**src/pkg/loop_det_defs.svh**
```systemverilog
// Constants for the loop detector output logic: widths, register map, timing
`ifndef LOOP_DET_DEFS_SVH
`define LOOP_DET_DEFS_SVH

// Sizes
`define LD_NCH        4
`define LD_NOUT       4
`define LD_NVIN       4
`define LD_TW         8
`define LD_MAPW       9
`define LD_DW         16
`define LD_AW         8
`define LD_TICKW      22

// Map word layout: loops [3:0], isolated inputs [7:4], health [8]
`define LD_MAP_LOOP_LSB  0
`define LD_MAP_VIN_LSB   4
`define LD_MAP_HEALTH    8

// Register addresses
`define LD_A_MODE_CMD   8'h00
`define LD_A_STATUS     8'h01
`define LD_A_OUTS       8'h02
`define LD_A_DLY_BASE   8'h10
`define LD_A_EXT_BASE   8'h14
`define LD_A_PMAP_BASE  8'h18
`define LD_A_AMAP_BASE  8'h1c

// Mode command word fields
`define LD_CMD_CH_LSB   0
`define LD_CMD_CH_MSB   1
`define LD_CMD_OPT_BIT  2
`define LD_CMD_VAL_BIT  3
`define LD_OPT_ISLAND   1'b0
`define LD_OPT_PAIR     1'b1

// Timer tick: period in ms, clock in kHz
`define LD_TICK_MS      100
`define LD_CLK_KHZ      40000

`endif

```
**src/pkg/loop_det_pkg.sv**
```systemverilog
// Types for the loop detector output logic
`default_nettype none
`include "loop_det_defs.svh"
package loop_det_pkg;

	// Crossing island sequence
	typedef enum logic [1:0] {ISL_IDLE, ISL_ENTER, ISL_LEAVE} isl_st_e;

	// Paired direction sequence, per pair
	typedef enum logic [2:0] {PR_IDLE, PR_FIRST_LO, PR_FIRST_HI, PR_CALL_LO, PR_CALL_HI} pair_st_e;

	// Whole state of the block
	typedef struct packed {
		logic                                  island_en;
		logic [1:0]                            pair_en;
		isl_st_e                               isl;
		logic                                  isl_from_hi;
		pair_st_e [1:0]                        pst;
		logic [`LD_NOUT-1:0][`LD_TW-1:0]       dly_set;
		logic [`LD_NOUT-1:0][`LD_TW-1:0]       ext_set;
		logic [`LD_NOUT-1:0][`LD_TW-1:0]       dly_cnt;
		logic [`LD_NOUT-1:0][`LD_TW-1:0]       ext_cnt;
		logic [`LD_NOUT-1:0][`LD_MAPW-1:0]     pmap;
		logic [`LD_NOUT-1:0][`LD_MAPW-1:0]     amap;
		logic [`LD_NOUT-1:0]                   off;
		logic [`LD_NOUT-1:0]                   call_q;
		logic [`LD_NOUT-1:0]                   aux;
		logic [`LD_NCH-1:0]                    ccall;
		logic [`LD_TICKW-1:0]                  tick_cnt;
		logic                                  buzz;
		logic [`LD_DW-1:0]                     rdata;
	} state_s;

endpackage : loop_det_pkg
`default_nettype wire

```
**src/rtl/loop_detector_output_logic.sv**
```systemverilog
// Occupancy modes, output timers and input/output mapping of the loop detector
`default_nettype none
`include "loop_det_defs.svh"

module loop_detector_output_logic #(
	parameter int TICK_CYCLES = `LD_TICK_MS * `LD_CLK_KHZ
) (
	// Clock and reset
	input  wire logic                    sys_clk,
	input  wire logic                    resetn,
	// Register port
	input  wire logic [`LD_AW-1:0]       reg_addr,
	input  wire logic [`LD_DW-1:0]       reg_wdata,
	input  wire logic                    reg_wr,
	input  wire logic                    reg_rd,
	output logic      [`LD_DW-1:0]       reg_rdata,
	// Loop front end and isolated inputs
	input  wire logic [`LD_NCH-1:0]      loop_present,
	input  wire logic [`LD_NCH-1:0]      loop_fail,
	input  wire logic [`LD_NVIN-1:0]     vital_in,
	input  wire logic                    health_ok,
	// Outputs to the controller
	output logic      [`LD_NOUT-1:0]     prim_out,
	output logic      [`LD_NOUT-1:0]     aux_out,
	output logic                         island_active,
	output logic                         warn_buzz
);

	loop_det_pkg::state_s st_r;
	loop_det_pkg::state_s st_nxt;

	logic [`LD_NCH-1:0]  loop_call;
	logic [`LD_NOUT-1:0] src_p;
	logic [`LD_NOUT-1:0] src_a;
	logic                tick;

	// OR of every source selected by a map word
	function automatic logic map_or(input logic [`LD_MAPW-1:0] m, input logic [`LD_NCH-1:0] lc,
		input logic [`LD_NVIN-1:0] vi, input logic hf);
		return |(m & {hf, vi, lc});
	endfunction : map_or

	// Hit on a block of four word registers
	function automatic logic in_block(input logic [`LD_AW-1:0] a, input logic [`LD_AW-1:0] base);
		return a[`LD_AW-1:2] == base[`LD_AW-1:2];
	endfunction : in_block

	// Next state
	always_comb begin
		logic [1:0] ch;
		logic       opp;
		logic       pl;
		logic       ph;
		logic       fl;
		int         lo;
		ch  = reg_wdata[`LD_CMD_CH_MSB:`LD_CMD_CH_LSB];
		opp = 1'b0;
		pl  = 1'b0;
		ph  = 1'b0;
		fl  = 1'b0;
		lo  = 0;
		st_nxt      = st_r;
		st_nxt.buzz = 1'b0;
		st_nxt.rdata = '0;

		// Free-running 100 ms tick
		tick = st_r.tick_cnt == `LD_TICKW'(TICK_CYCLES - 1);
		st_nxt.tick_cnt = tick ? '0 : st_r.tick_cnt + `LD_TICKW'(1);

		// Register writes
		if (reg_wr) begin
			if (reg_addr == `LD_A_MODE_CMD) begin
				if (reg_wdata[`LD_CMD_OPT_BIT] == `LD_OPT_ISLAND) begin
					// Channel number ignored: one setting for all channels
					if (!reg_wdata[`LD_CMD_VAL_BIT])
						st_nxt.island_en = 1'b0;
					else if (|st_r.pair_en)
						st_nxt.buzz = 1'b1;
					else
						st_nxt.island_en = 1'b1;
				end else begin
					// Both members of the pair share one bit
					if (!reg_wdata[`LD_CMD_VAL_BIT])
						st_nxt.pair_en[ch[1]] = 1'b0;
					else if (st_r.island_en)
						st_nxt.buzz = 1'b1;
					else
						st_nxt.pair_en[ch[1]] = 1'b1;
				end
			end else if (in_block(reg_addr, `LD_A_DLY_BASE)) begin
				st_nxt.dly_set[reg_addr[1:0]] = reg_wdata[`LD_TW-1:0];
			end else if (in_block(reg_addr, `LD_A_EXT_BASE)) begin
				st_nxt.ext_set[reg_addr[1:0]] = reg_wdata[`LD_TW-1:0];
			end else if (in_block(reg_addr, `LD_A_PMAP_BASE)) begin
				st_nxt.pmap[reg_addr[1:0]] = reg_wdata[`LD_MAPW-1:0];
				st_nxt.pmap[reg_addr[1:0]][`LD_MAP_HEALTH] = 1'b0;
			end else if (in_block(reg_addr, `LD_A_AMAP_BASE)) begin
				st_nxt.amap[reg_addr[1:0]] = reg_wdata[`LD_MAPW-1:0];
			end
		end

		// Plain channel calls; a failed loop calls for safety
		loop_call = loop_present | loop_fail;

		// Paired direction, pairs 1/2 and 3/4
		for (int p = 0; p < 2; p++) begin
			lo = 2 * p;
			pl = loop_present[lo];
			ph = loop_present[lo + 1];
			fl = loop_fail[lo] | loop_fail[lo + 1];
			if (!st_r.pair_en[p]) begin
				st_nxt.pst[p] = loop_det_pkg::PR_IDLE;
			end else begin
				case (st_r.pst[p])
					loop_det_pkg::PR_IDLE: begin
						if (pl && !ph)
							st_nxt.pst[p] = loop_det_pkg::PR_FIRST_LO;
						else if (ph && !pl)
							st_nxt.pst[p] = loop_det_pkg::PR_FIRST_HI;
					end
					loop_det_pkg::PR_FIRST_LO: begin
						if (!pl)
							st_nxt.pst[p] = loop_det_pkg::PR_IDLE;
						else if (ph)
							st_nxt.pst[p] = loop_det_pkg::PR_CALL_HI;
					end
					loop_det_pkg::PR_FIRST_HI: begin
						if (!ph)
							st_nxt.pst[p] = loop_det_pkg::PR_IDLE;
						else if (pl)
							st_nxt.pst[p] = loop_det_pkg::PR_CALL_LO;
					end
					loop_det_pkg::PR_CALL_LO,
					loop_det_pkg::PR_CALL_HI: begin
						// Held until both loops are clear
						if (!pl && !ph)
							st_nxt.pst[p] = loop_det_pkg::PR_IDLE;
					end
					default: st_nxt.pst[p] = loop_det_pkg::PR_IDLE;
				endcase
				// Only the last channel calls, or both on a loop failure; timers downstream unchanged
				loop_call[lo]     = fl | (st_r.pst[p] == loop_det_pkg::PR_CALL_LO);
				loop_call[lo + 1] = fl | (st_r.pst[p] == loop_det_pkg::PR_CALL_HI);
			end
		end

		// Crossing island; arming loops on channels 1 and 3
		opp = st_r.isl_from_hi ? loop_present[0] : loop_present[2];
		if (!st_r.island_en) begin
			st_nxt.isl = loop_det_pkg::ISL_IDLE;
		end else begin
			case (st_r.isl)
				loop_det_pkg::ISL_IDLE: begin
					if (loop_present[0] || loop_present[2]) begin
						st_nxt.isl         = loop_det_pkg::ISL_ENTER;
						st_nxt.isl_from_hi = !loop_present[0];
					end
				end
				loop_det_pkg::ISL_ENTER: begin
					// A vehicle that backs off every loop ends the sequence
					if (opp)
						st_nxt.isl = loop_det_pkg::ISL_LEAVE;
					else if (!(|loop_present))
						st_nxt.isl = loop_det_pkg::ISL_IDLE;
				end
				loop_det_pkg::ISL_LEAVE: begin
					if (!opp)
						st_nxt.isl = loop_det_pkg::ISL_IDLE;
				end
				default: st_nxt.isl = loop_det_pkg::ISL_IDLE;
			endcase
			// Main loops only call while armed or when failed
			loop_call[1] = loop_fail[1] | (loop_present[1] && st_r.isl != loop_det_pkg::ISL_IDLE);
			loop_call[3] = loop_fail[3] | (loop_present[3] && st_r.isl != loop_det_pkg::ISL_IDLE);
		end
		st_nxt.ccall = loop_call;

		// Output conditioning per output
		for (int j = 0; j < `LD_NOUT; j++) begin
			src_p[j] = map_or(st_r.pmap[j], loop_call, vital_in, !health_ok);
			src_a[j] = map_or(st_r.amap[j], loop_call, vital_in, !health_ok);
			st_nxt.call_q[j] = src_p[j];
			if (src_p[j] && !st_r.call_q[j]) begin
				st_nxt.dly_cnt[j] = st_r.dly_set[j];
				st_nxt.ext_cnt[j] = '0;
			end else if (src_p[j]) begin
				if (st_r.dly_cnt[j] == '0)
					st_nxt.off[j] = 1'b1;
				else if (tick)
					st_nxt.dly_cnt[j] = st_r.dly_cnt[j] - `LD_TW'(1);
			end else if (st_r.call_q[j]) begin
				// Call gone: a call that never got through the delay is dropped
				st_nxt.dly_cnt[j] = '0;
				if (st_r.off[j])
					st_nxt.ext_cnt[j] = st_r.ext_set[j];
			end else if (st_r.ext_cnt[j] == '0) begin
				st_nxt.off[j] = 1'b0;
			end else if (tick) begin
				st_nxt.ext_cnt[j] = st_r.ext_cnt[j] - `LD_TW'(1);
			end
			// Auxiliary path bypasses both timers
			st_nxt.aux[j] = !src_a[j];
		end
		if (st_nxt.isl != loop_det_pkg::ISL_IDLE)
			st_nxt.aux[0] = 1'b0;

		// Register reads, data valid in the following cycle
		if (reg_rd) begin
			if (reg_addr == `LD_A_STATUS)
				st_nxt.rdata = `LD_DW'({st_r.ccall, st_r.isl != loop_det_pkg::ISL_IDLE, st_r.pair_en,
					st_r.island_en});
			else if (reg_addr == `LD_A_OUTS)
				st_nxt.rdata = `LD_DW'({st_r.aux, ~st_r.off});
			else if (in_block(reg_addr, `LD_A_DLY_BASE))
				st_nxt.rdata = `LD_DW'(st_r.dly_set[reg_addr[1:0]]);
			else if (in_block(reg_addr, `LD_A_EXT_BASE))
				st_nxt.rdata = `LD_DW'(st_r.ext_set[reg_addr[1:0]]);
			else if (in_block(reg_addr, `LD_A_PMAP_BASE))
				st_nxt.rdata = `LD_DW'(st_r.pmap[reg_addr[1:0]]);
			else if (in_block(reg_addr, `LD_A_AMAP_BASE))
				st_nxt.rdata = `LD_DW'(st_r.amap[reg_addr[1:0]]);
		end
	end

	// State register; all timers and modes clear on reset
	always_ff @(posedge sys_clk or negedge resetn) begin
		if (!resetn)
			st_r <= '0;
		else
			st_r <= st_nxt;
	end

	// Outputs straight from the state register
	assign reg_rdata     = st_r.rdata;
	assign prim_out      = ~st_r.off;
	assign aux_out       = st_r.aux;
	assign island_active = st_r.isl != loop_det_pkg::ISL_IDLE;
	assign warn_buzz     = st_r.buzz;

	// Checks
	logic cmd_island_on;
	logic cmd_pair_on;
	assign cmd_island_on = reg_wr && reg_addr == `LD_A_MODE_CMD && reg_wdata[`LD_CMD_VAL_BIT]
		&& reg_wdata[`LD_CMD_OPT_BIT] == `LD_OPT_ISLAND;
	assign cmd_pair_on = reg_wr && reg_addr == `LD_A_MODE_CMD && reg_wdata[`LD_CMD_VAL_BIT]
		&& reg_wdata[`LD_CMD_OPT_BIT] == `LD_OPT_PAIR;
endmodule : loop_detector_output_logic
`default_nettype wire

```
**config.mk**
```make
export PLATFORM = sky130hd
export DESIGN_NAME = loop_detector_output_logic
export DESIGN_NICKNAME = d
export VERILOG_FILES = /design/src/pkg/loop_det_pkg.sv /design/src/rtl/loop_detector_output_logic.sv
export VERILOG_INCLUDE_DIRS = /design/src /design/src/pkg
export SDC_FILE = /design/constraint.sdc
export NUM_CORES = 1
export LEC_CHECK = 0
export CORE_MARGIN = 2
export CORE_UTILIZATION = 35
export DETAILED_ROUTE_END_ITERATION = 16
export DONT_BUFFER_PORTS = 1
export GPL_ROUTABILITY_DRIVEN = 1
export PLACE_DENSITY = 0.48
export SLEW_MARGIN = 20
export SYNTH_ARGS = -nofsm -noshare
export SYNTH_HDL_FRONTEND = slang
export SYNTH_SLANG_ARGS = --single-unit
```
**constraint.sdc**
```tcl
create_clock -name sys_clk -period 3.05 [get_ports sys_clk]
set_clock_uncertainty 0.15 [all_clocks]
set_input_delay 0.915 -clock sys_clk [delete_from_list [all_inputs] [get_ports sys_clk]]
set_output_delay 0.915 -clock sys_clk [all_outputs]
set_load 0.02 [all_outputs]
```
==> impl_metrics.toml, run 1 <==
[outcome]
outcome = "finished with violations"
violations = "negative hold slack"

[route]
vias = 10680
viasPerCell = 5.697
drc_errors = 0
first_pass_iters = 7
post_drt_wl_per_cell_um = 22.47
wirelength_um = 42130
drtIter0Drc = 925
ant_nets = 0

[timing]
fmax_ghz = 0.3367
finalMaxSlewViolations = 0
fin_ws_ps = 80.34
holdWs_ps = -71.52
maxSlewHeadroom = 0.2906
worst_slew_pin_slew_ps = 1061
hold_viol_final = 86
rsz0062_at_grt = "no"
fin_crit_ps = 2970
setup_viol = 0
finalCritPeriodShare = 0.9737

[yosys]
synthTopCellsByCount = "260 x dfrtp_1, 132 x mux2_2, 93 x nor2_1"
synthFlopType = "dfrtp_1"
synth_top_area_frac = 0.4608
synth_area_sq_um = 14120
synth_top_cell_by_area = "dfrtp_1"
synth.most_common_cell = "dfrtp_1"
syn_avg_cell_area_sq_um = 11.00
ys_ff_latch = 260
yosys-top-cells-area = "dfrtp_1 46%, mux2_2 11%, mux4_2 6.4%"
synth_cell_types = 77
ys_seq_area_frac = 0.4608
yosysWarnings = 0
syn_inst = 1284
synth-edff-count = 0
async_reset_ff_frac = 1.000

[critical_path]
start_kind = "register"
arrival_ps = 3290
critPathMaxFanout = 2
critPathCaptureType = "register"
cp.required_ps = 3370
worstSetupPathType = "register to register"
r2r.worst_path.cells = 6

[pwr]
p_per_area_nw_per_um2 = 625.5
combPwrFrac = 0.183
vdd_ir_drop_max_uv = 297.1
p_leak_uw = 0.007184
p_sw_uw = 3006
seq_power_share = 0.421
swShare = 0.2951
internal-power_uw = 7179
p_clk_frac = 0.396

[final_layout]
n_antenna_cell = 0
multi_input_area_sq_um = 7117
fillers = 3858
nets = 1381
layout.area.seq_sq_um = 6506
stdcell_area_sq_um = 16280
area_growth_pct = 15.32
fin_cells = 1875
layout-drive-gt1-share = 0.2659

[placed_design]
place_congestion = 0.8674
hpwl_um = 29930
placed_cells = 1816
dp_slack_ps = -200.9
port_buffers = 0
place_area_sq_um = 15140

[clock_network]
cts_buffers = 34
htreeDepth = 2
clk_latency_ps = 540
tritoncts = "yes"
clkTransAtPathRegs_ps = 60
cts_root_buffer = "clkbuf_16"
cts_buffer_depth = 3
clock_sinks = 260

[floorplan]
die_area_sq_um = 41960
ios = 67
die_w_um = 204.8
core-area_sq_um = 39730
num_rows = 73
die_y_um = 204.8
initial_utilization = 0.3553

[global_routing]
first_global_vias = 10680
grt_overflow = 0
antenna_found_initial = 0
grtUsageTotal = 0.2075
grt_pass1_wl_um = 66020
grt_max_degree = 261

[worst_hold_path]
hp-class = "input pin to asynchronous set/reset pin"

[run]
maxCapViolCount = 0
[critical path: stages, from the launching register on]
cell	delay (ps)
dfrtp_1	380
or4b_4	550
or4_4	540
or4_4	550
or3b_1	380
a211o_1	300
o21ai_2	60
[worst paths after layout]
kind	slack (ps)	start	to
hold reg to reg	320	st_r[17]	st_r[17]
min in group sys_clk	320	loop_present[0]	st_r[261]
setup reg to reg	80	st_r[34]	st_r[149]
max in group asynchronous	2410	resetn	st_r[166]
hold / removal	-70	resetn	st_r[154]
setup / recovery	80	st_r[34]	st_r[149]
[per-layer routing]
metal	share of wire	global-route usage
met1	0.46	0.2907
met2	0.45	0.3153
met3	0.058	0.04518
met4	0.027	0.07402
met5	0	0
[power groups by stage]
stage	clock, uW	sequential (uW)	combinational [uW]
after CTS	4150	4280	1860
after global placement	0	4330	1830
after floorplan	0	4150	1530
after detailed placement	0	4330	1850
after global routing	4290	4350	2090
final	4030	4290	1860
[state kept, by name, indices dropped and copies added, names as in the netlist, named ones only]
| name | flops |
|---|---|
| warn_buzz | 1 |
| aux_out | 4 |
| st_r | 244 |
| reg_rdata | 9 |
[kinds of logic after synthesis]
family | count (synthesis) | share of synthesized area
DFF | 260 | 0.4608
muxes | 197 | 0.1868
and+or+nand+nor | 380 | 0.1395
buffers and inverters | 137 | 0.04227
other | 1 | 0.0002656
xor gates and xnor gates | 41 | 0.02543
AOI/OAI and AO/OA | 255 | 0.1334
adders and majority gates | 13 | 0.01152
[per-stage QoR]
stage | setup TNS, ps | total power [uW] | util
2_1_floorplan | -651.0 | 5676 | -
3_3_place_gp | -2449 | 6162 | 0.3810
3_5_place_dp | -2954 | 6184 | 0.3810
4_1_cts | 0 | 10290 | 0.4092
5_1_grt | 0 | 10730 | 0.4098
6_report | 0 | 10190 | 0.4098
[final cells by class]
class | instances | area share
Clock buffer | 47 | 0.06148
Clock inverter | 12 | 0.007300
Inverter | 48 | 0.01114
Multi-Input combinational cell | 893 | 0.4371
Sequential cell | 260 | 0.3996
Tap cell | 525 | 0.04034
Timing Repair Buffer | 90 | 0.04303
[cell usage in the layout (no fill, tap or decap), drive strengths merged, types with 6 or more instances in the layout]
cell type / instances
a211oi: 7
a21oi: 48
a221oi: 9
a222oi: 14
a22o: 19
a22oi: 13
a2bb2oi: 6
and2: 8
and3: 17
buf: 90
clkbuf: 47
clkinv: 10
conb: 7
dfrtp: 260
ha: 13
inv: 46
mux2: 132
mux2i: 25
mux4: 40
nand2: 56
nand2b: 15
nand3: 60
nand4: 18
nor2: 96
nor2b: 15
nor3: 28
nor3b: 14
nor4: 20
o21ai: 42
o221a: 8
o22ai: 10
o2bb2ai: 7
or3: 10
xnor2: 24
xor2: 17
[timing repair]
action,in CTS,in global routing
gates resized for setup,0,6
hold endpoints to repair,260,260
endpoints found under the setup margin,0,8
setup buffers,0,0
Power figures use the tool's default switching activity.
==> inputs of run 2 (changes only) <==
--- a/config.mk
+++ b/config.mk
@@ -12,6 +12,7 @@
 export DONT_BUFFER_PORTS = 1
 export GPL_ROUTABILITY_DRIVEN = 1
 export PLACE_DENSITY = 0.48
+export SETUP_SLACK_MARGIN = 0.3
 export SLEW_MARGIN = 20
 export SYNTH_ARGS = -nofsm -noshare
 export SYNTH_HDL_FRONTEND = slang
==> run 2 against run 1 <==
Compared with the run above: the flow still finishes with violations (negative hold slack); critical path type unchanged; power shrank 0.79%; die area is the same; clock power shrank 6.0%; utilization grew 1.2 points; final area grew 3.0%; critical endpoint unchanged; sequential share of layout area shrank 1.2 points; highest routed layer unchanged.
==> impl_metrics.toml, run 2 (synthesis results as in run 1) <==
[route]
ant_nets = 0
drtIter0Drc = 847
post_drt_wl_per_cell_um = 22.89
first_pass_iters = 5
vias = 10770
wirelength_um = 42950
viasPerCell = 5.739
drc_errors = 0

[final_layout]
fin_cells = 1876
mostFrequentLayoutCells = "259 x dfrtp_1, 121 x mux2_2, 81 x buf_4"
layout-drive-gt1-share = 0.3087
n_antenna_cell = 0
final_common_cell = "dfrtp_1"
area_growth_pct = 18.80
top_register = "st_r"
nets = 1381
largest_reg_flops = 244

[floorplan]
initial_utilization = 0.3553
ios = 67
num_rows = 73
die_area_sq_um = 41960
die_y_um = 204.8
core-area_sq_um = 39730
die_w_um = 204.8

[run]
maxCapViolCount = 0

[clock_network]
tritoncts = "yes"
clkTransAtPathRegs_ps = 60
htreeDepth = 1
clock_sinks = 260
cts_buffers = 31
cts_buffer_depth = 3
clk_latency_ps = 580
cts_root_buffer = "clkbuf_16"

[global_routing]
antenna_found_initial = 0
first_global_vias = 10530
grt_overflow = 0
grtUsageTotal = 0.2036
grt_max_degree = 261
grt_pass1_wl_um = 65490

[timing]
maxSlewHeadroom = 0.5174
holdWs_ps = -93.05
timing.setup.tns_ps = 0
finalCritPeriodShare = 0.9534
fin_crit_ps = 2908
hold_viol_final = 81
fmax_ghz = 0.3439
fin_ws_ps = 142.0
finalMaxSlewViolations = 0
worst_slew_pin_slew_ps = 714.8
rsz0062_at_grt = "yes"
setup_viol = 0

[placed_design]
hpwl_um = 29770
dp_slack_ps = -165.9
port_buffers = 0
placed_cells = 1804
place_congestion = 0.8492

[critical_path]
critPathCaptureType = "register"
arrival_ps = 3270
worstSetupPathType = "register to register"
start_kind = "register"
cp.required_ps = 3410
critPathMaxFanout = 2

[outcome]
outcome = "finished with violations"
violations = "negative hold slack"

[worst_hold_path]
hp-class = "input pin to asynchronous set/reset pin"

[pwr]
p_leak_uw = 0.007248
vdd_ir_drop_max_uv = 383.4
p_per_area_nw_per_um2 = 602.5
power_uw = 10100
==> run 2: cell count changes in the layout (fill, tap and decap cells not counted), sizes merged <==
cell | before | now
buf | 90 | 92
inv | 46 | 47
clkinv | 10 | 8
==> run 2: worst max-delay path: stages (launching register included) <==
cell and delay, ps:
dfrtp_1 380, or4_4 540, or4_4 570, or4_4 500
or3b_1 380, a211o_1 270, o21ai_2 50
==> run 2: repair_timing <==
action,4_1_cts,5_1_grt
endpoints found under the setup margin,42,63
endpoints found under the hold margin,260,260
gates resized for setup,25,50
pin swaps,19,33
buffers inserted,6,8
gates cloned,0,1
==> run 2: worst paths after layout <==
kind | start | endpoint | slack (ps) | depth (start not counted)
max | st_r[32] | st_r[149] | 140 | 6
min | resetn | st_r[166] | -90 | 0
max in group asynchronous | resetn | st_r[189] | 2270 | 0
min reg2reg | st_r[76] | aux_out[2] | 340 | 1
min in group sys_clk | loop_present[0] | st_r[261] | 270 | 1
max reg2reg | st_r[32] | st_r[149] | 140 | 6
==> run 2: per-stage QoR <==
stage | cell area [sq um] | utilization
after floorplan | 14500 | -
after global placement | 15220 | 0.3830
after detailed placement | 15220 | 0.3830
after CTS | 16460 | 0.4143
after global routing | 16770 | 0.4221
final | 16770 | 0.4221
==> run 2: cell type report <==
class	count	area, sq um
fill	3761	22960
clock inverter	11	113.9
timing repair buffer	93	809.5
sequential	260	6507
multi-input combinational	893	7570
tap	525	656.9
inverter	48	182.7
clock buffer	46	932.1
==> run 2: where the power goes <==
group | internal [uW] | total, uW | switching [uW]
Clock | 2270 | 3790 | 1520
Combinational | 969 | 2040 | 1070
Sequential | 3810 | 4280 | 470
==> run 2: routing by layer <==
metal,up-vias,part of all wire,global-route usage
met2,239,0.47,0.3237
li1,4908,-,-
met3,47,0.044,0.02864
met4,0,0.017,0.04865
met1,5573,0.47,0.2928
met5,-,0,0
